$ cat src/sfp_pkg.sv
// Purpose: Shared constants and types of the programmable-flag FIFO.
// Assumes: One clock serves writer and reader.
// Notes:   Offset defaults give both almost flags a distance of seven.
`default_nettype none

package sfp_pkg;

   // Word and array shape.
   localparam int unsigned SFP_DATA_W   = 9;
   localparam int unsigned SFP_DEPTH    = 64;
   localparam int unsigned SFP_OFFS_W   = 8;
   localparam int unsigned SFP_OFFS_NUM = 4;

   // Offset register reset values.
   localparam logic [7:0] SFP_EMPTY_LO_RST = 8'h07;
   localparam logic [7:0] SFP_EMPTY_HI_RST = 8'h00;
   localparam logic [7:0] SFP_FULL_LO_RST  = 8'h07;
   localparam logic [7:0] SFP_FULL_HI_RST  = 8'h00;

   // Flag levels during reset.
   localparam logic SFP_FULL_N_RST   = 1'b1;
   localparam logic SFP_AFULL_N_RST  = 1'b1;
   localparam logic SFP_EMPTY_N_RST  = 1'b0;
   localparam logic SFP_AEMPTY_N_RST = 1'b0;

   // Offset register order, shared by loading and read-back.
   typedef enum logic [1:0] {
      SFP_SEL_EMPTY_LO,
      SFP_SEL_EMPTY_HI,
      SFP_SEL_FULL_LO,
      SFP_SEL_FULL_HI
   } sfp_sel_t;

   // Role of the dual-purpose pin, fixed at the first edge after reset.
   typedef enum logic {
      SFP_MODE_TWO_WE,
      SFP_MODE_PROG
   } sfp_mode_t;

endpackage : sfp_pkg

`default_nettype wire

$ cat src/sfp_fifo.sv
// Purpose: 9-bit FIFO with full, empty and two programmable flags.
// Assumes: Writer and reader run on clk_i; controls need no sync.
// Notes:   The pin role is caught at the first edge after reset.
`default_nettype none

// Operation
// - Pin high at first edge after reset selects two enables
// - Enable pair active stores next word
// - Inactive enable pair writes nothing
// - Full flag blocks every array write
// - Read on full FIFO releases full flag
// - Pin low at first edge after reset selects offset mode
// - Load writes offsets in cyclic order
// - Pin high pauses load, keeps position
// - Load low with enable high does nothing
// - Read-back steps offsets in same order
// - Full offset low resets to seven
// - Full flag low at depth words
// - Full flag changes on write and read edges
// - Empty flag low when pointers match
// - Almost-full low at depth minus offset
// - Almost-empty low near empty offset
// - Reset clears pointers and output, presets flags and offsets
// - Enabled read loads next word out
module sfp_fifo
   import sfp_pkg::*;
#(
   parameter int unsigned DEPTH = SFP_DEPTH
) (
   input  wire logic                  clk_i,
   input  wire logic                  arst_n_i,
   input  wire logic [SFP_DATA_W-1:0] write_data_i,
   input  wire logic                  first_write_enable_n_i,
   input  wire logic                  second_enable_or_load_i,
   input  wire logic                  first_read_enable_n_i,
   input  wire logic                  second_read_enable_n_i,
   output logic      [SFP_DATA_W-1:0] read_data_o,
   output logic                       full_flag_n_o,
   output logic                       empty_flag_n_o,
   output logic                       almost_full_flag_n_o,
   output logic                       almost_empty_flag_n_o
);
   import sfp_pkg::*;

   // Address width and the count width one bit wider.
   localparam int unsigned AW = $clog2(DEPTH);
   localparam int unsigned CW = AW + 1;

   // Depth as a count-wide constant for the flag compares.
   localparam logic [CW-1:0] DEPTH_C = CW'(DEPTH);

   // Complete state of the block.
   typedef struct packed {
      logic                  cfg_done;
      sfp_mode_t             mode;
      logic [CW-1:0]         wptr;
      logic [CW-1:0]         rptr;
      logic [SFP_DATA_W-1:0] rd_data;
      logic                  full_n;
      logic                  empty_n;
      logic                  afull_n;
      logic                  aempty_n;
   } sfp_st_t;

   sfp_st_t st_r;
   sfp_st_t st_nxt;

   // Decoded controls.
   logic                  wr_req;
   logic                  rd_req;
   logic                  pin_hi;
   logic                  prog_mode;
   logic                  load_sel;
   logic                  fifo_wr;
   logic                  fifo_rd;
   logic                  ofs_wr;
   logic                  ofs_rd;

   // Array and offset bank connections.
   logic [SFP_DATA_W-1:0] ram_rd_data;
   logic [SFP_OFFS_W-1:0] ofs_rd_data;
   logic [15:0]           empty_offset;
   logic [15:0]           full_offset;

   // Offsets cut to the array size.
   logic [AW-1:0]         empty_ofs;
   logic [AW-1:0]         full_ofs;
   logic [CW-1:0]         afull_level;

   // Pointers and fill level after this edge.
   logic [CW-1:0]         wptr_nxt;
   logic [CW-1:0]         rptr_nxt;
   logic [CW-1:0]         count_nxt;

   // Enables are active low, the dual-purpose pin active high.
   assign wr_req = !first_write_enable_n_i;
   assign rd_req = !first_read_enable_n_i && !second_read_enable_n_i;
   assign pin_hi = second_enable_or_load_i;

   // Offset mode counts only after the pin role has been caught.
   assign prog_mode = st_r.cfg_done && (st_r.mode == SFP_MODE_PROG);

   // Pin low in offset mode turns both ports to the offset bank.
   assign load_sel = prog_mode && !pin_hi;

   // An array write needs enable low and pin high in either mode,
   // and is refused while full; the blocked word is simply dropped.
   assign fifo_wr = st_r.cfg_done && wr_req && pin_hi
                    && st_r.full_n;

   // Load low with the first enable low writes the next offset.
   assign ofs_wr = load_sel && wr_req;

   // Load low with both read enables low shows the next offset.
   assign ofs_rd = load_sel && rd_req;

   // A normal read needs stored data and the load not selected.
   assign fifo_rd = st_r.cfg_done && !load_sel && rd_req
                    && st_r.empty_n;

   // The outside party must keep offset reads and writes apart;
   // should both come, the bank takes the write and steps once.

   // Offsets use only the low bits that the depth needs.
   assign empty_ofs = empty_offset[AW-1:0];
   assign full_ofs  = full_offset[AW-1:0];

   // Level at which almost-full turns on.
   assign afull_level = DEPTH_C - {1'b0, full_ofs};

   // Word array; write address and read address from the pointers.
   sfp_store #(
      .DW    (SFP_DATA_W),
      .DEPTH (DEPTH),
      .AW    (AW)
   ) u_store (
      .clk_i     (clk_i),
      .arst_n_i  (arst_n_i),
      .wr_en_i   (fifo_wr),
      .wr_addr_i (st_r.wptr[AW-1:0]),
      .wr_data_i (write_data_i),
      .rd_addr_i (st_r.rptr[AW-1:0]),
      .rd_data_o (ram_rd_data)
   );

   // Offset registers; loading only ever happens in offset mode.
   sfp_offset_bank u_offsets (
      .clk_i          (clk_i),
      .arst_n_i       (arst_n_i),
      .wr_i           (ofs_wr),
      .rd_i           (ofs_rd),
      .wr_data_i      (write_data_i[SFP_OFFS_W-1:0]),
      .rd_data_o      (ofs_rd_data),
      .empty_offset_o (empty_offset),
      .full_offset_o  (full_offset)
   );

   // Pointer advance. They carry one spare bit so that full and
   // empty differ although the address bits are equal in both.
   always_comb begin
      wptr_nxt = st_r.wptr;
      rptr_nxt = st_r.rptr;
      if (fifo_wr) begin
         wptr_nxt = st_r.wptr + CW'(1);
      end
      if (fifo_rd) begin
         rptr_nxt = st_r.rptr + CW'(1);
      end
      count_nxt = wptr_nxt - rptr_nxt;
   end

   // Next state: role capture, pointers, output word and flags.
   always_comb begin
      st_nxt = st_r;

      // The pin role is taken once, at the first edge after the
      // release; no port is allowed into the reset branch itself.
      if (!st_r.cfg_done) begin
         st_nxt.cfg_done = 1'b1;
         if (pin_hi) begin
            st_nxt.mode = SFP_MODE_TWO_WE;
         end else begin
            st_nxt.mode = SFP_MODE_PROG;
         end
      end

      st_nxt.wptr = wptr_nxt;
      st_nxt.rptr = rptr_nxt;

      // Output register takes a word, an offset, or holds.
      if (fifo_rd) begin
         st_nxt.rd_data = ram_rd_data;
      end else if (ofs_rd) begin
         st_nxt.rd_data = {{(SFP_DATA_W - SFP_OFFS_W){1'b0}},
                           ofs_rd_data};
      end else begin
         st_nxt.rd_data = st_r.rd_data;
      end

      // Full: stored words equal the depth. A read on a full array
      // lowers the count, so the flag rises at that same edge.
      st_nxt.full_n = (count_nxt != DEPTH_C);

      // Empty: pointers equal.
      st_nxt.empty_n = (wptr_nxt != rptr_nxt);

      // Almost-full: fill has reached depth minus the full offset.
      st_nxt.afull_n = (count_nxt < afull_level);

      // Almost-empty: fill at or below the empty offset.
      st_nxt.aempty_n = (count_nxt > {1'b0, empty_ofs});
   end

   // State register; all flags and pointers take constants here.
   always_ff @(posedge clk_i or negedge arst_n_i) begin
      if (!arst_n_i) begin
         st_r.cfg_done <= 1'b0;
         st_r.mode     <= SFP_MODE_PROG;
         st_r.wptr     <= '0;
         st_r.rptr     <= '0;
         st_r.rd_data  <= '0;
         st_r.full_n   <= SFP_FULL_N_RST;
         st_r.empty_n  <= SFP_EMPTY_N_RST;
         st_r.afull_n  <= SFP_AFULL_N_RST;
         st_r.aempty_n <= SFP_AEMPTY_N_RST;
      end else begin
         st_r <= st_nxt;
      end
   end

   // Every output comes straight from the state register.
   assign read_data_o           = st_r.rd_data;
   assign full_flag_n_o         = st_r.full_n;
   assign empty_flag_n_o        = st_r.empty_n;
   assign almost_full_flag_n_o  = st_r.afull_n;
   assign almost_empty_flag_n_o = st_r.aempty_n;

endmodule // sfp_fifo

`default_nettype wire

$ cat src/sfp_offset_bank.sv
// Purpose: Four 8-bit offset registers behind one cyclic selector.
// Assumes: Caller never writes and reads back in the same cycle.
// Notes:   A write wins when both arrive; the selector steps once.
`default_nettype none

module sfp_offset_bank
   import sfp_pkg::*;
(
   input  wire logic                  clk_i,
   input  wire logic                  arst_n_i,
   input  wire logic                  wr_i,
   input  wire logic                  rd_i,
   input  wire logic [SFP_OFFS_W-1:0] wr_data_i,
   output logic      [SFP_OFFS_W-1:0] rd_data_o,
   output logic      [15:0]           empty_offset_o,
   output logic      [15:0]           full_offset_o
);
   typedef struct packed {
      logic [SFP_OFFS_NUM-1:0][SFP_OFFS_W-1:0] regs;
      sfp_sel_t                                sel;
   } sfp_bank_st_t;

   sfp_bank_st_t st_r;
   sfp_bank_st_t st_nxt;

   // Selector survives the pin going high, so loading resumes in order.
   always_comb begin
      st_nxt = st_r;
      if (wr_i) begin
         st_nxt.regs[st_r.sel] = wr_data_i;
      end
      if (wr_i || rd_i) begin
         st_nxt.sel = sfp_sel_t'(st_r.sel + 2'h1);
      end
   end

   // Defaults and first selector position at reset.
   always_ff @(posedge clk_i or negedge arst_n_i) begin
      if (!arst_n_i) begin
         st_r.regs[SFP_SEL_EMPTY_LO] <= SFP_EMPTY_LO_RST;
         st_r.regs[SFP_SEL_EMPTY_HI] <= SFP_EMPTY_HI_RST;
         st_r.regs[SFP_SEL_FULL_LO]  <= SFP_FULL_LO_RST;
         st_r.regs[SFP_SEL_FULL_HI]  <= SFP_FULL_HI_RST;
         st_r.sel                    <= SFP_SEL_EMPTY_LO;
      end else begin
         st_r <= st_nxt;
      end
   end

   assign rd_data_o      = st_r.regs[st_r.sel];
   assign empty_offset_o = {st_r.regs[SFP_SEL_EMPTY_HI],
                            st_r.regs[SFP_SEL_EMPTY_LO]};
   assign full_offset_o  = {st_r.regs[SFP_SEL_FULL_HI],
                            st_r.regs[SFP_SEL_FULL_LO]};

endmodule // sfp_offset_bank

`default_nettype wire

$ cat src/sfp_store.sv
// Purpose: Flip-flop word array with one write and one read port.
// Assumes: Read address is used combinationally by the caller.
// Notes:   Cleared at reset so read-back never shows unknowns.
`default_nettype none

module sfp_store #(
   parameter int unsigned DW    = 9,
   parameter int unsigned DEPTH = 64,
   parameter int unsigned AW    = 6
) (
   input  wire logic          clk_i,
   input  wire logic          arst_n_i,
   input  wire logic          wr_en_i,
   input  wire logic [AW-1:0] wr_addr_i,
   input  wire logic [DW-1:0] wr_data_i,
   input  wire logic [AW-1:0] rd_addr_i,
   output logic      [DW-1:0] rd_data_o
);
   typedef struct packed {
      logic [DEPTH-1:0][DW-1:0] mem;
   } sfp_store_st_t;

   sfp_store_st_t st_r;
   sfp_store_st_t st_nxt;

   // Only the addressed word changes on a write.
   always_comb begin
      st_nxt = st_r;
      if (wr_en_i) begin
         st_nxt.mem[wr_addr_i] = wr_data_i;
      end
   end

   // State register.
   always_ff @(posedge clk_i or negedge arst_n_i) begin
      if (!arst_n_i) begin
         st_r <= '0;
      end else begin
         st_r <= st_nxt;
      end
   end

   assign rd_data_o = st_r.mem[rd_addr_i];

endmodule // sfp_store

`default_nettype wire

$ cat config.mk
export PLATFORM = sky130hd
export DESIGN_NAME = sfp_fifo
export DESIGN_NICKNAME = d
export VERILOG_FILES = /design/src/sfp_pkg.sv /design/src/sfp_fifo.sv /design/src/sfp_offset_bank.sv /design/src/sfp_store.sv
export SDC_FILE = /design/constraint.sdc
export NUM_CORES = 1
export LEC_CHECK = 0
export BUFFER_PORTS_ARGS = -buffer_cell sky130_fd_sc_hd__buf_4
export CAP_MARGIN = 0
export CORE_MARGIN = 2
export CORE_UTILIZATION = 55
export DETAILED_ROUTE_END_ITERATION = 10
export GPL_TIMING_DRIVEN = 1
export PLACE_DENSITY = 0.71
export SKIP_LAST_GASP = 1
export SLEW_MARGIN = 15
export SYNTH_ARGS = -nofsm -noshare
export SYNTH_HDL_FRONTEND = slang
export SYNTH_HIERARCHICAL = 1
export SYNTH_SLANG_ARGS = --single-unit
$ cat constraint.sdc
create_clock -name clk_i -period 4.7 [get_ports clk_i]
set_input_delay 0.235 -clock clk_i [delete_from_list [all_inputs] [get_ports clk_i]]
set_output_delay 0.235 -clock clk_i [all_outputs]
set_load 0.01 [all_outputs]
After elaboration in Yosys (flattened, before gate mapping). Index checks and enable logic that the tools add are counted.

Word-level logic and storage cells: 127. Input bits: 15. Register bits: 639.

Magnitude comparators: 7. Add/subtract/negate cells: 5. Multiplexer cells: 15. Equal/unequal tests: 2. Reduce and logical (&&, ||, !) cells: 20.

Operator list (number): bitwise mux 576 bit (1); binary-select mux 9 bit (select 6 bit) (1); demux 9 bit (select 6 bit) (1); two-way mux 9 bit (4); bitwise mux 32 bit (1); binary-select mux 8 bit (select 2 bit) (1); demux 8 bit (select 2 bit) (1); two-way mux 8 bit (2); adder 7 x 1 -> 7 bit (second input constant) (2); < comparator 6 x 7 -> 1 bit (second input constant) (2); two-way mux 7 bit (2); logical AND 1 bit (13); > comparator 7 x 6 -> 1 bit (1); < comparator 7 bit (1); != test 7 bit (1); != test 7 bit (second input constant) (1); subtractor 7 x 6 -> 7 bit (first input constant) (1); subtractor 7 bit (1); >= comparator 6 x 1 -> 1 bit (second input constant) (1); zero test 1 bit (5); < comparator 2 x 3 -> 1 bit (second input constant) (1); adder 2 x 1 -> 2 bit (second input constant) (1); >= comparator 2 x 1 -> 1 bit (second input constant) (1); nonzero test 2 bit (1); other kinds (2) (2).

Depth between registers and ports, before layout.
Depth after elaboration: 9. Mapped depth: 16. Mapped depth without buffers: 15.

Modules after synthesis. The synthesis kept the hierarchy.

By module, submodules not included: sfp_store (cells each 1700, times used 1, area an instance 26691.8 µm²); sfp_fifo (cells each 213, times used 1, area an instance 1960.6 µm²); sfp_offset_bank (cells each 122, times used 1, area an instance 1769.2 µm²).

Worst setup path before layout. Ideal clock, no wire load.

Path kind: reg-to-reg. Start point: register, netlist name st_r[27]. End point: register st_r (netlist bit almost_full_flag_n_o). Slack: 1.414 ns. Stages on the path, launching flop included: 17. Setup time: 0.089 ns. Data required time: 4.611 ns. Data arrival time: 3.196 ns. Buffers on the path: 2. Path through: dfstp_2 -> nand2b_1 -> nand3_1 -> clkbuf_1 -> clkbuf_1 -> xnor2_1 -> ha_1 -> inv_1 -> fa_1 -> nand3_1 -> a21boi_0 -> o22ai_1 -> xnor3_2 -> ha_1 -> nand2_1 -> a211oi_1 -> a211oi_1.

RTL lines: end signal: assignment (RTL line sfp_fifo.sv:227) `st_r <= st_nxt;`; end: declaration (RTL line sfp_fifo.sv:65) `sfp_st_t st_r;`.

==> flow_metrics.tcl <==
set metrics [dict create \
    totalWireLength_um 70800 \
    syn-num-nets 2056 \
    whs_ns 0.169 \
    ir_drop_v 0.000330 \
    rsz0062_at_grt "no" \
    drcViolationCount 0 \
    grt.met3_usage_pct 3.90 \
    core_area_um2 54100 \
    leakage_nw 15.7 \
    met1_usage_pct 37.4 \
    grtUsageMet2_pct 40.6 \
    worst-path-buf-inv 1 \
    clkPwrFrac_pct 32.3 \
    r2r_start "full_flag_n_o" \
    grt_use_total_pct 25.8 \
    place_congestion 0.859 \
    antennaDiodeCount 0 \
    p_sw_share_pct 31.3 \
    cts_tree "yes" \
    grt_overflow 0 \
    pin_count 28 \
    start_util_pct 55.9 \
    post_cts_resized 0 \
    combinationalPowerShare_pct 27.1 \
    syn_area_um2 30300 \
    fmax_mhz 281 \
    grt_pass1_vias 18200 \
    final-max-slew-violation-count 0 \
    cp-start-kind "register" \
    synth.yosys.warnings 6 \
    fp-row-count 85 \
    rrSetupSlack_ns 1.14 \
    end_kind "register" \
    synth_cells 2015 \
    cts_max_path_buffers 3 \
    status "complete, no violations" \
    r2r_cells 15 \
    drive_above_1_share_pct 44.1 \
    hold_depth 5 \
    r2r_end "almost_empty_flag_n_o" \
    hp-class "in -> reg" \
    avgSynthCellArea_um2 15.0 \
    finalHoldViolCount 0 \
    cts-buffers-inserted 68 \
    vias 17200 \
    final.period_utilization_pct 75.7 \
    min_to "st_r[19]" \
    p_sw_mw 5.17 \
    antenna_found_initial 0 \
    cts.clk_slew.worst_paths_ns 0.06 \
    nets 2019 \
    cp_slowest_stage_delay_ns 0.55 \
    grt_max_degree 126 \
    dr.first_iter.drc_count 1210 \
    post-dp-hpwl_um 43500 \
    clk_latency_ns 0.60 \
    die_w_um 239 \
    vias_per_cell 6.31 \
    hold_start "first_read_enable_n_i" \
    internal_power_mw 11.3 \
    drv_cap 0 \
    clock_sinks 639 \
    crit_fanout 9 \
    gr-max-usage-layer "met2" \
    finalSetupViolCount 0 \
    worst_ep_arrival_time_ns 4.03 \
    finClkSkew_ns 0.0201 \
    seq_power_share_pct 40.7 \
    port_buffers 27 \
    cts-root-buf "clkbuf_16" \
    crit_family "compound AO/OA/AOI/OAI gates" \
    cp_slowest_cell "dfstp_2" \
    path_common_cell "o21a_1" \
    die_area_um2 56900 \
    powerDensity_nw_per_um2 500 \
    die_h_um 239 \
    max-slew-margin-rel_pct 32.1 \
    setup_tns_ns 0 \
    area.growth.synth_to_final_pct 8.97 \
    grt_first_pass_wirelength_um 112000 \
    wl_per_cell_um 26.0 \
    firstDrtPassIters 5 \
    crit_chain "nand4b_2, inv_1, nand2_1, xnor2_1, ha_1, o21a_1, o31a_1, o21a_1, o21a_1, nor2_1, ha_1, nand3_1, a21oi_1, a211oi_1, o21bai_1" \
    detail-route-antenna-nets 0 \
    fin_crit_ns 3.56 \
    worstSetupPathType "reg -> reg" \
    cp.required_ns 5.17 \
    worst_pin_slew_ns 1.01 \
    htree_levels 3 \
]
==> power by group through the flow <==
stage	clock network, mW	registers [mW]	logic, mW
2_1_floorplan	0	6.46	3.62
4_1_cts	5.42	6.70	4.50
3_5_place_dp	0	6.79	4.46
3_3_place_gp	0	6.74	4.36
6_report	5.32	6.71	4.47
5_1_grt	5.67	6.78	4.86
==> timing repair <==
item	4_1_cts	5_1_grt
hold buffers	2	0
buffers inserted	0	0
endpoints found under the hold margin	88	0
==> sequential cells by signal (all words and copies together), names as in the netlist <==
name and count:
almost_empty_flag_n_o 1, almost_full_flag_n_o 1, empty_flag_n_o 1, full_flag_n_o 1, read_data_o 9, st_r 16, u_offsets/empty_offset_o 16, u_offsets/full_offset_o 16
u_offsets/st_r 2, u_store/st_r 576
==> cell usage in the layout, fill, tap and decap left out, types with 8 or more instances in the layout <==
cell and instances:
dfrtp_1 626, mux2_2 540, mux4_2 129, clkbuf_16 71
mux2_1 71, nand2_1 70, mux2i_1 52, buf_4 41
nor2_2 35, nor2_1 34, ha_1 25, a21oi_1 22
clkbuf_1 22, inv_1 20, o22ai_1 20, mux4_1 19
nand3_1 18, clkbuf_8 16, o21ai_1 14, nor2_4 13
xor2_1 11, nor3_1 11, xnor2_1 9, nor2b_1 9
dfstp_2 9, a31oi_1 8, clkinv_2 8, a2111oi_0 8
==> metal layers <==
layer  wire (um)  part of all wire [%]  up-vias
li1            -                     -     7345
met1       31900                    45     9328
met2       33900                    48      448
met3        3450                   4.9       92
met4        1580                   2.2        0
met5           0                     0        -
==> cell type report <==
class | instances | area (um2)
tap | 696 | 871
clock inverter | 14 | 146
sequential | 639 | 16000
multi-input combinational | 1197 | 13300
fill | 4068 | 21100
inverter | 22 | 82.6
clock buffer | 109 | 2080
timing repair buffer | 50 | 463
==> how the worst max path moves through the flow <==
stage | end | from | cells past startpoint
2_1_floorplan | almost_full_flag_n_o | st_r[27] | 16
3_3_place_gp | almost_empty_flag_n_o | full_flag_n_o | 15
3_5_place_dp | almost_empty_flag_n_o | full_flag_n_o | 15
4_1_cts | almost_empty_flag_n_o | full_flag_n_o | 15
5_1_grt | almost_empty_flag_n_o | st_r[28] | 14
6_report | almost_empty_flag_n_o | full_flag_n_o | 15
==> worst min-delay path: cells and delay by family <==
kind | cells | cell delay, ns
xor+xnor | 1 | 0.13
buf+inv | 2 | 0.14
simple gates | 2 | 0.22
==> stage by stage <==
stage / cell area [um2] / total power, mW / cells / setup slack (ns) / util, %
6_report: 33000 / 16.5 / 2727 / 1.14 / 60.9
4_1_cts: 33000 / 16.6 / 2727 / 1.15 / 60.9
2_1_floorplan: 30300 / 10.1 / 2015 / 1.41 / -
3_5_place_dp: 30700 / 11.3 / 2602 / 1.16 / 56.8
5_1_grt: 33000 / 17.3 / 2727 / 0.836 / 60.9
3_3_place_gp: 30700 / 11.1 / 2602 / 1.26 / 56.8
Power figures use the tool's default switching activity.
